`config.mk`:
```
export PLATFORM = sky130hd
export DESIGN_NAME = power_mode_controller
export DESIGN_NICKNAME = d
export VERILOG_FILES = /design/src/rtl/pmc_pkg.sv /design/src/rtl/pmc_sync.sv /design/src/rtl/power_mode_controller.sv
export SDC_FILE = /design/constraint.sdc
export NUM_CORES = 1
export LEC_CHECK = 0
export BUFFER_PORTS_ARGS = -buffer_cell sky130_fd_sc_hd__buf_2
export CAP_MARGIN = 30
export CORE_AREA = 2 2 71 73
export CTS_BUF_LIST = sky130_fd_sc_hd__clkbuf_2 sky130_fd_sc_hd__clkbuf_4 sky130_fd_sc_hd__clkbuf_8
export CTS_CLUSTER_SIZE = 25
export DETAILED_ROUTE_END_ITERATION = 16
export DIE_AREA = 0 0 73 75
export PLACE_DENSITY = 0.75
export SYNTH_ARGS = -nofsm -noshare
export SYNTH_HDL_FRONTEND = slang
export SYNTH_SLANG_ARGS = --single-unit
```
`constraint.sdc`:
```
create_clock -name clock -period 3.4 [get_ports clock]
set_clock_uncertainty 0.05 [all_clocks]
set_input_delay 0 -clock clock [delete_from_list [all_inputs] [get_ports clock]]
set_output_delay 0 -clock clock [all_outputs]
set_load 0.01 [all_outputs]
```
`src/rtl/pmc_pkg.sv`:
```
// constants and types shared by the power mode controller files.
// assumes a single system clock domain; oscillators and pins are async to it.
//
// Summary of operation
// - select 111 switches system clock to slow
// - slow switch waits for slow oscillator stable
// - select 000..110 returns fast, divide 1..64
// - fast switch waits for fast oscillator restart
// - halt with both keeps low enters sleep
// - halt keep hi0 lo1: low clock idle
// - halt keep hi1 lo1: both clock idle
// - halt keep hi1 lo0: high clock idle
// - halt stops execution, state held unchanged
// - halt sets power-down, clears timeout flag
// - halt clears watchdog counter
// - wake on port edge, interrupt, watchdog
// - power-up or clear-watchdog clears power-down flag
// - watchdog wake sets timeout, resets pc/sp only
// - per-pin port falling edge wake enable
// - disabled or stack-full interrupt resumes after halt
// - enabled interrupt with free stack: normal response
// - flag pending before halt cannot wake
// - select field is bits 7..5, 111 slow
// - fast stable flag clears, then sets when stable
// - sleep keeps slow oscillator only with watchdog

package pmc_pkg;

   // ---------------------------------------------------------------
   // field values and positions
   // ---------------------------------------------------------------
   localparam logic [2:0] SEL_LOW_SPEED = 3'h7; // slow source code
   localparam logic [2:0] SEL_RESET = 3'h0; // undivided fast clock
   localparam int SEL_MSB = 7; // select field top bit in control byte
   localparam int SEL_LSB = 5; // select field low bit in control byte
   localparam logic FLAG_RESET = 1'b0; // status flags after power-up
   localparam logic KEEP_RESET = 1'b0; // keep bits after power-up
   localparam int PORTA_WIDTH = 8; // port pins able to wake
   localparam int IRQ_WIDTH = 4; // interrupt request lines
   // cycles the fast oscillator must be enabled before its ready is trusted;
   // covers the synchroniser lag of a stale ready from the last run
   localparam logic [1:0] OSC_SETTLE_MIN = 2'h3;

   // ---------------------------------------------------------------
   // carriers
   // ---------------------------------------------------------------
   typedef struct packed {
      logic [2:0] sys_clk_select; // bits 7..5 of the clock control byte
      logic hi_osc_halt_keep; // fast oscillator stays on in halt
      logic lo_osc_halt_keep; // slow clock stays on in halt
   } pmc_clk_cfg_t;

   typedef struct packed {
      logic power_down_flag;
      logic watchdog_timeout_flag;
   } pmc_status_t;

   typedef struct packed {
      logic wake_porta;
      logic wake_irq;
      logic wake_wdt;
   } pmc_wake_t;

   typedef enum logic [5:0] {
      PMC_FAST = 6'h01, // running on divided fast clock
      PMC_SW_SLOW = 6'h02, // still fast, waiting on slow oscillator
      PMC_SLOW = 6'h04, // running on slow clock
      PMC_SW_FAST = 6'h08, // still slow, waiting on fast oscillator
      PMC_HALT = 6'h10, // sleep or one of the idle modes
      PMC_WAKE = 6'h20 // woken, waiting on the selected oscillator
   } pmc_state_t;

endpackage

```
`src/rtl/pmc_sync.sv`:
```
// two flip-flop synchroniser for a bus of independent levels.
// assumes each bit changes slowly against the clock; no word coherence.
`timescale 1ns/10ps

module pmc_sync #(
   parameter int W = 1,
   parameter logic [W-1:0] RST = '0
) (
   input wire logic clock,
   input wire logic rst_n,
   input wire logic [W-1:0] d,
   output logic [W-1:0] q
);

   logic [W-1:0] meta; // first stage, read only by q

   // --------------------------------------------------------------
   // two stage capture
   // --------------------------------------------------------------
   always_ff @(posedge clock or negedge rst_n) begin
      if (!rst_n) begin
         meta <= RST;
         q <= RST;
      end else begin
         meta <= d;
         q <= meta;
      end
   end

endmodule

```
`src/rtl/power_mode_controller.sv`:
```
// operating mode controller: fast/slow clock switching, halt modes, wake-up.
// assumes cpu-side inputs are on clock; oscillator ready and port pins are async.
`timescale 1ns/10ps

module power_mode_controller #(
   parameter int PORTA_W = pmc_pkg::PORTA_WIDTH,
   parameter int IRQ_W = pmc_pkg::IRQ_WIDTH
) (
   input wire logic clock,
   input wire logic rstn,
   input wire pmc_pkg::pmc_clk_cfg_t clk_cfg,
   input wire logic hi_osc_enable,
   input wire logic halt_exec,
   input wire logic clr_wdt_exec,
   input wire logic wdt_enable,
   input wire logic wdt_overflow,
   input wire logic [IRQ_W-1:0] irq_flag,
   input wire logic [IRQ_W-1:0] irq_enable,
   input wire logic stack_full,
   input wire logic [PORTA_W-1:0] porta_pin,
   input wire logic [PORTA_W-1:0] porta_wake_enable,
   input wire logic hi_osc_ready,
   input wire logic lo_osc_ready,
   output pmc_pkg::pmc_state_t state,
   output logic cpu_run,
   output logic [2:0] sys_clk_div,
   output logic sys_clk_from_low,
   output logic hi_osc_run,
   output logic lo_osc_run,
   output logic sub_clk_run,
   output logic hi_osc_stable_flag,
   output pmc_pkg::pmc_status_t status,
   output logic wdt_clear,
   output logic pc_sp_reset,
   output logic irq_response,
   output logic resume_after_halt,
   output pmc_pkg::pmc_wake_t wake_cause
);

   // ---------------------------------------------------------------
   // reset release
   // ---------------------------------------------------------------
   logic rst_meta; // first reset stage
   logic rst_n; // released reset used everywhere

   // release is synchronous so no flop sees a runt recovery edge
   always_ff @(posedge clock or negedge rstn) begin
      if (!rstn) begin
         rst_meta <= 1'b0;
         rst_n <= 1'b0;
      end else begin
         rst_meta <= 1'b1;
         rst_n <= rst_meta;
      end
   end

   // ---------------------------------------------------------------
   // async inputs
   // ---------------------------------------------------------------
   logic [PORTA_W+1:0] async_s; // synchronised pins and ready levels
   logic [PORTA_W-1:0] porta_s; // port pins after two flops
   logic hi_ready_s; // fast oscillator ready
   logic lo_ready_s; // slow oscillator ready

   // pins rest high (pulled up), ready levels rest low
   pmc_sync #(
      .W(PORTA_W + 2),
      .RST({{PORTA_W{1'b1}}, 2'b00})
   ) u_sync (
      .clock(clock),
      .rst_n(rst_n),
      .d({porta_pin, hi_osc_ready, lo_osc_ready}),
      .q(async_s)
   );

   assign porta_s = async_s[PORTA_W+1:2];
   assign hi_ready_s = async_s[1];
   assign lo_ready_s = async_s[0];

   // ---------------------------------------------------------------
   // decode helpers
   // ---------------------------------------------------------------
   logic sel_low; // select asks for slow clock
   logic running; // cpu executing in this state
   logic halt_entry; // halt taken this cycle
   logic target_ready; // oscillator of the selected source is stable
   logic [PORTA_W-1:0] porta_prev; // last synchronised pin levels
   logic porta_fall; // enabled pin saw a falling edge
   logic [IRQ_W-1:0] irq_armed; // lines allowed to wake this halt
   logic irq_wake; // armed request raised
   logic wake_any; // any wake event
   logic irq_ok; // woken interrupt may be serviced now
   logic keep_hi; // fast oscillator keep, latched at halt
   logic keep_lo; // slow clock keep, latched at halt
   logic [1:0] hi_age; // cycles fast oscillator has been enabled
   pmc_pkg::pmc_state_t next_state;

   assign sel_low = (clk_cfg.sys_clk_select == pmc_pkg::SEL_LOW_SPEED);
   assign running = (state == pmc_pkg::PMC_FAST) || (state == pmc_pkg::PMC_SLOW) ||
                    (state == pmc_pkg::PMC_SW_SLOW) || (state == pmc_pkg::PMC_SW_FAST);
   assign halt_entry = running && halt_exec;
   assign target_ready = sel_low ? lo_ready_s : hi_osc_stable_flag;
   assign porta_fall = |(porta_prev & ~porta_s & porta_wake_enable);
   assign irq_wake = |(irq_flag & irq_armed);
   assign wake_any = porta_fall || irq_wake || wdt_overflow;
   assign irq_ok = (|(irq_flag & irq_armed & irq_enable)) && !stack_full;

   // ---------------------------------------------------------------
   // mode sequencing
   // ---------------------------------------------------------------
   // halt wins over a pending clock switch: the cpu stops either way
   always_comb begin
      next_state = state;
      case (state)
         pmc_pkg::PMC_FAST: begin
            if (halt_exec) begin
               next_state = pmc_pkg::PMC_HALT;
            end else if (sel_low) begin
               next_state = pmc_pkg::PMC_SW_SLOW;
            end
         end
         pmc_pkg::PMC_SW_SLOW: begin
            if (halt_exec) begin
               next_state = pmc_pkg::PMC_HALT;
            end else if (!sel_low) begin
               next_state = pmc_pkg::PMC_FAST; // aborted, fast still live
            end else if (lo_ready_s) begin
               next_state = pmc_pkg::PMC_SLOW;
            end
         end
         pmc_pkg::PMC_SLOW: begin
            if (halt_exec) begin
               next_state = pmc_pkg::PMC_HALT;
            end else if (!sel_low) begin
               next_state = pmc_pkg::PMC_SW_FAST;
            end
         end
         pmc_pkg::PMC_SW_FAST: begin
            if (halt_exec) begin
               next_state = pmc_pkg::PMC_HALT;
            end else if (sel_low) begin
               next_state = pmc_pkg::PMC_SW_SLOW;
            end else if (hi_osc_stable_flag) begin
               next_state = pmc_pkg::PMC_FAST;
            end
         end
         pmc_pkg::PMC_HALT: begin
            if (wake_any) begin
               next_state = pmc_pkg::PMC_WAKE;
            end
         end
         pmc_pkg::PMC_WAKE: begin
            if (target_ready) begin
               next_state = sel_low ? pmc_pkg::PMC_SLOW : pmc_pkg::PMC_FAST;
            end
         end
         default: begin
            next_state = pmc_pkg::PMC_FAST; // illegal code recovers to fast
         end
      endcase
   end

   // state register; execution stops while halted, nothing else is touched
   always_ff @(posedge clock or negedge rst_n) begin
      if (!rst_n) begin
         state <= pmc_pkg::PMC_FAST;
         cpu_run <= 1'b1;
      end else begin
         state <= next_state;
         cpu_run <= (next_state != pmc_pkg::PMC_HALT) && (next_state != pmc_pkg::PMC_WAKE);
      end
   end

   // ---------------------------------------------------------------
   // halt context
   // ---------------------------------------------------------------
   // keep bits and wake mask are frozen at halt entry; port history updates every cycle
   always_ff @(posedge clock or negedge rst_n) begin
      if (!rst_n) begin
         keep_hi <= pmc_pkg::KEEP_RESET;
         keep_lo <= pmc_pkg::KEEP_RESET;
         irq_armed <= '0;
         porta_prev <= '1;
      end else begin
         porta_prev <= porta_s;
         if (halt_entry) begin
            keep_hi <= clk_cfg.hi_osc_halt_keep;
            keep_lo <= clk_cfg.lo_osc_halt_keep;
            irq_armed <= ~irq_flag;
         end
      end
   end

   // ---------------------------------------------------------------
   // system clock selection
   // ---------------------------------------------------------------
   // divider only follows the field once the fast clock is in use
   always_ff @(posedge clock or negedge rst_n) begin
      if (!rst_n) begin
         sys_clk_div <= pmc_pkg::SEL_RESET;
         sys_clk_from_low <= 1'b0;
      end else if (next_state == pmc_pkg::PMC_FAST) begin
         sys_clk_div <= clk_cfg.sys_clk_select;
         sys_clk_from_low <= 1'b0;
      end else if (next_state == pmc_pkg::PMC_SLOW) begin
         sys_clk_from_low <= 1'b1;
      end
   end

   // ---------------------------------------------------------------
   // oscillator and peripheral clock enables
   // ---------------------------------------------------------------
   always_ff @(posedge clock or negedge rst_n) begin
      if (!rst_n) begin
         hi_osc_run <= 1'b1;
         lo_osc_run <= 1'b1;
         sub_clk_run <= 1'b1;
      end else begin
         case (next_state)
            pmc_pkg::PMC_HALT: begin
               // keep bits of an earlier halt must not leak into this entry
               hi_osc_run <= halt_entry ? clk_cfg.hi_osc_halt_keep : keep_hi;
               sub_clk_run <= halt_entry ? clk_cfg.lo_osc_halt_keep : keep_lo;
               // slow oscillator is dropped in sleep only when nothing counts on it
               if (halt_entry ? (clk_cfg.hi_osc_halt_keep | clk_cfg.lo_osc_halt_keep)
                              : (keep_hi | keep_lo)) begin
                  lo_osc_run <= 1'b1;
               end else begin
                  lo_osc_run <= wdt_enable;
               end
            end
            pmc_pkg::PMC_SLOW: begin
               hi_osc_run <= hi_osc_enable; // peripherals may still want it
               lo_osc_run <= 1'b1;
               sub_clk_run <= 1'b1;
            end
            pmc_pkg::PMC_WAKE: begin
               hi_osc_run <= !sel_low || hi_osc_enable;
               lo_osc_run <= 1'b1;
               sub_clk_run <= 1'b1;
            end
            default: begin
               hi_osc_run <= 1'b1; // fast and both switch states need it
               lo_osc_run <= 1'b1;
               sub_clk_run <= 1'b1;
            end
         endcase
      end
   end

   // stable flag: low while disabled, set only after the settle window
   always_ff @(posedge clock or negedge rst_n) begin
      if (!rst_n) begin
         hi_age <= 2'h0;
         hi_osc_stable_flag <= pmc_pkg::FLAG_RESET;
      end else if (!hi_osc_run) begin
         hi_age <= 2'h0;
         hi_osc_stable_flag <= 1'b0;
      end else begin
         if (hi_age != pmc_pkg::OSC_SETTLE_MIN) begin
            hi_age <= hi_age + 2'h1;
         end
         if (hi_age == pmc_pkg::OSC_SETTLE_MIN && hi_ready_s) begin
            hi_osc_stable_flag <= 1'b1;
         end
      end
   end

   // ---------------------------------------------------------------
   // status flags and watchdog clear
   // ---------------------------------------------------------------
   // set beats clear on every flag so no event is lost
   always_ff @(posedge clock or negedge rst_n) begin
      if (!rst_n) begin
         status <= '{default: pmc_pkg::FLAG_RESET};
         wdt_clear <= 1'b0;
      end else begin
         wdt_clear <= halt_entry;
         if (halt_entry) begin
            status.power_down_flag <= 1'b1;
         end else if (clr_wdt_exec) begin
            status.power_down_flag <= 1'b0;
         end
         if (wdt_overflow) begin
            status.watchdog_timeout_flag <= 1'b1;
         end else if (halt_entry) begin
            status.watchdog_timeout_flag <= 1'b0;
         end
      end
   end

   // ---------------------------------------------------------------
   // wake cause and resume actions
   // ---------------------------------------------------------------
   // the resume pulse fires on the edge the cpu restarts
   always_ff @(posedge clock or negedge rst_n) begin
      if (!rst_n) begin
         wake_cause <= '0;
         pc_sp_reset <= 1'b0;
         irq_response <= 1'b0;
         resume_after_halt <= 1'b0;
      end else begin
         pc_sp_reset <= 1'b0;
         irq_response <= 1'b0;
         resume_after_halt <= 1'b0;
         if (state == pmc_pkg::PMC_HALT && wake_any) begin
            wake_cause <= '{wake_porta: porta_fall, wake_irq: irq_wake,
                            wake_wdt: wdt_overflow};
         end
         if (state == pmc_pkg::PMC_WAKE && target_ready) begin
            if (wake_cause.wake_wdt) begin
               pc_sp_reset <= 1'b1;
            end else if (wake_cause.wake_irq && irq_ok) begin
               irq_response <= 1'b1;
            end else begin
               resume_after_halt <= 1'b1;
            end
         end
      end
   end
endmodule

```
==> results.toml <==
[clock_tree]
cts_resized = 0
cts_hold_buffers = 27
clk_latency_ns = 0.33
clk_pin_slew_ns = 0.07
cts_buffers = 9
cts_tree = "built"
htreeDepth = 3
cts.path.max_buffers = 2
root_buffer = "clkbuf_8"
clock_sinks = 62
post-cts-setup-buffers = 0

[die]
fp.dieArea_um2 = 5480
pin_count = 63
die_w_um = 73
die_h_um = 75
initial_utilization = 0.513
core_um2 = 4660
placementRows = 25

[pwr]
vdd_drop_max_uv = 497
power_mw = 2.29
cellLeakagePower_nw = 1.49
p_per_area_nw_per_um2 = 710

[yosys]
ys_async_sr_fraction = 1.00
synthDistinctLibCells = 49
ys_top_cells_by_area = "dfrtp_1 (35%), dfstp_2 (32%), nand2_1 (4.2%), mux2_1 (1.9%), nor4b_2 (1.9%)"
synth_area_per_cell_um2 = 12.7
ys_top_cells_by_count = "dfrtp_1 (33), dfstp_2 (29), nand2_1 (27)"
syn_area_um2 = 2390
ys_seq_elements = 62
synth_top_area_frac = 0.346
yosysMostFrequentCell = "dfrtp_1"
yosys_warnings = 0
synth_edf_count = 0
syn_nets = 228
synthCells = 188
ys_seq_area_frac = 0.664
yosys.area.top_type = "dfrtp_1"
synth_ff_type = "dfrtp_1"

[sta]
fin_setup_tns_ns = 0
fin_crit_ns = 2.59
hold_ws_ns = 0.0268
worst_pin_slew_ns = 0.729
finalMaxSlewViolations = 0
hold_viol_final = 0
relSlewSlack = 0.514
max_freq_mhz = 386
rsz0062_at_grt = "no"
fin_ws_ns = 0.812
min_period_over_period = 0.761
setup_viol = 0

[critical_path]
path_class = "reg -> reg"
reg2reg_from = "state[0]$_DFF_PN1_"
required_ns = 3.61
cp.arrival_ns = 2.79
crit_start = "state[0]$_DFF_PN1_"
setup.worst_path.end = "lo_osc_run$_DFF_PN1_"
timing.rr.end = "lo_osc_run$_DFF_PN1_"
startpoint_type = "register"
r2r_setup_slack_ns = 0.81
reg2reg_depth = 7
cp_max_fo = 16
endpoint_kind = "register"

[layout]
fill_cells = 351
area_growth_pct = 35.1
diodes = 0
drive_above_1_share = 0.411
register_area_um2 = 1590
fin_util = 0.693
final_cell_area_um2 = 3230
layout.cells.non_filler = 346
fin_nets = 327
multi_input_comb_area_um2 = 767

[placement]
place_area_um2 = 2760
place_inst = 303
io_buffers = 62
place_congestion = 0.804
dpl.hpwl_mm = 3.32
place_ws_ns = 1.23

[route]
post_drt_wl_per_cell_um = 14.2
dr.first_iter.drc_count = 95
finalWirelength_mm = 4.92
via_per_inst = 5.23
vias = 1809
drc_errors = 0
drt_pass1_iterations = 4
antenna_left = 0

[global_routing]
grt_max_degree = 38
antenna_found_initial = 0
grt-ovfl-total = 0
grt_pass1_vias = 1833
grt_use_total = 0.205
grt_pass1_wl_mm = 8.11

[min_path]
min_path_type = "in -> reg"

[flow_run]
maxCapViolCount = 0

[outcome]
status = "finished, final reports clean"
-- worst max-delay path, stage by stage, from the launching register on --
cell           delay (ns)
dfstp_2              0.61
nor4b_2              0.36
o311ai_2             0.17
buf_4                0.22
nand2_1              0.10
nand2_1              0.07
or3_1                0.35
dlygate4sd3_1        0.57
-- routing by layer --
metal,global-route usage,up-vias,share of wire,wire length (um)
li1,-,871,-,-
met1,0.244,876,0.41,2030
met2,0.325,54,0.51,2490
met3,0.0616,8,0.055,270
met4,0.134,0,0.025,125
met5,0,-,0,0
-- registers in the layout (all words and copies together) (netlist names), 2 cells and up --
signal / cells
u_sync.meta: 10
u_sync.q: 10
porta_prev: 8
state: 6
irq_armed: 4
sys_clk_div: 3
wake_cause: 3
hi_age: 2
status: 2
-- layout make-up --
| cell class | count | area share |
|---|---|---|
| inverter | 4 | 0.00465 |
| tap | 54 | 0.0209 |
| sequential | 62 | 0.492 |
| clock inverter | 4 | 0.0147 |
| timing repair buffer | 91 | 0.184 |
| multi-input combinational | 119 | 0.238 |
| clock buffer | 12 | 0.0453 |
-- layout by cell type (no fill, tap or decap), types with 4 or more instances in the layout --
cell type,instances
mux2_1,4
o21ai_1,6
clkbuf_8,9
o22ai_1,4
nor2_1,6
nand3_1,7
dfstp_2,29
a21oi_1,6
dfrtp_1,32
buf_2,62
dlygate4sd3_1,27
nand2_1,27
-- power by group --
part	internal (mW)	total (mW)	leakage, nW	switching [mW]
logic	0.290	0.627	0.668	0.337
registers	0.916	1.04	0.717	0.123
clock network	0.360	0.627	0.101	0.267
-- worst min path at each step --
stage	startpoint	to	slack, ns	depth (start not counted)
6_report	stack_full	irq_response$_DFF_PN0_	0.03	4
5_1_grt	stack_full	irq_response$_DFF_PN0_	0.03	4
4_1_cts	stack_full	irq_response$_DFF_PN0_	0.02	4
3_5_place_dp	rstn	rst_meta$_DFF_PN0_	-0.26	1
3_3_place_gp	rstn	rst_meta$_DFF_PN0_	-0.26	1
2_1_floorplan	rstn	rst_meta$_DFF_PN0_	-0.35	0
-- cells by family after synthesis --
| family | count (synthesis) | synth area share |
|---|---|---|
| AND/OR/NAND/NOR | 67 | 0.153 |
| flip-flops | 62 | 0.664 |
| AO/OA/AOI/OAI | 42 | 0.127 |
| buffers and inverters | 7 | 0.0147 |
| multiplexers | 5 | 0.0230 |
| XOR/XNOR | 3 | 0.0110 |
| adder cells (fa/ha/maj) | 1 | 0.00523 |
| other | 1 | 0.00157 |
Power figures use the tool's default switching activity.
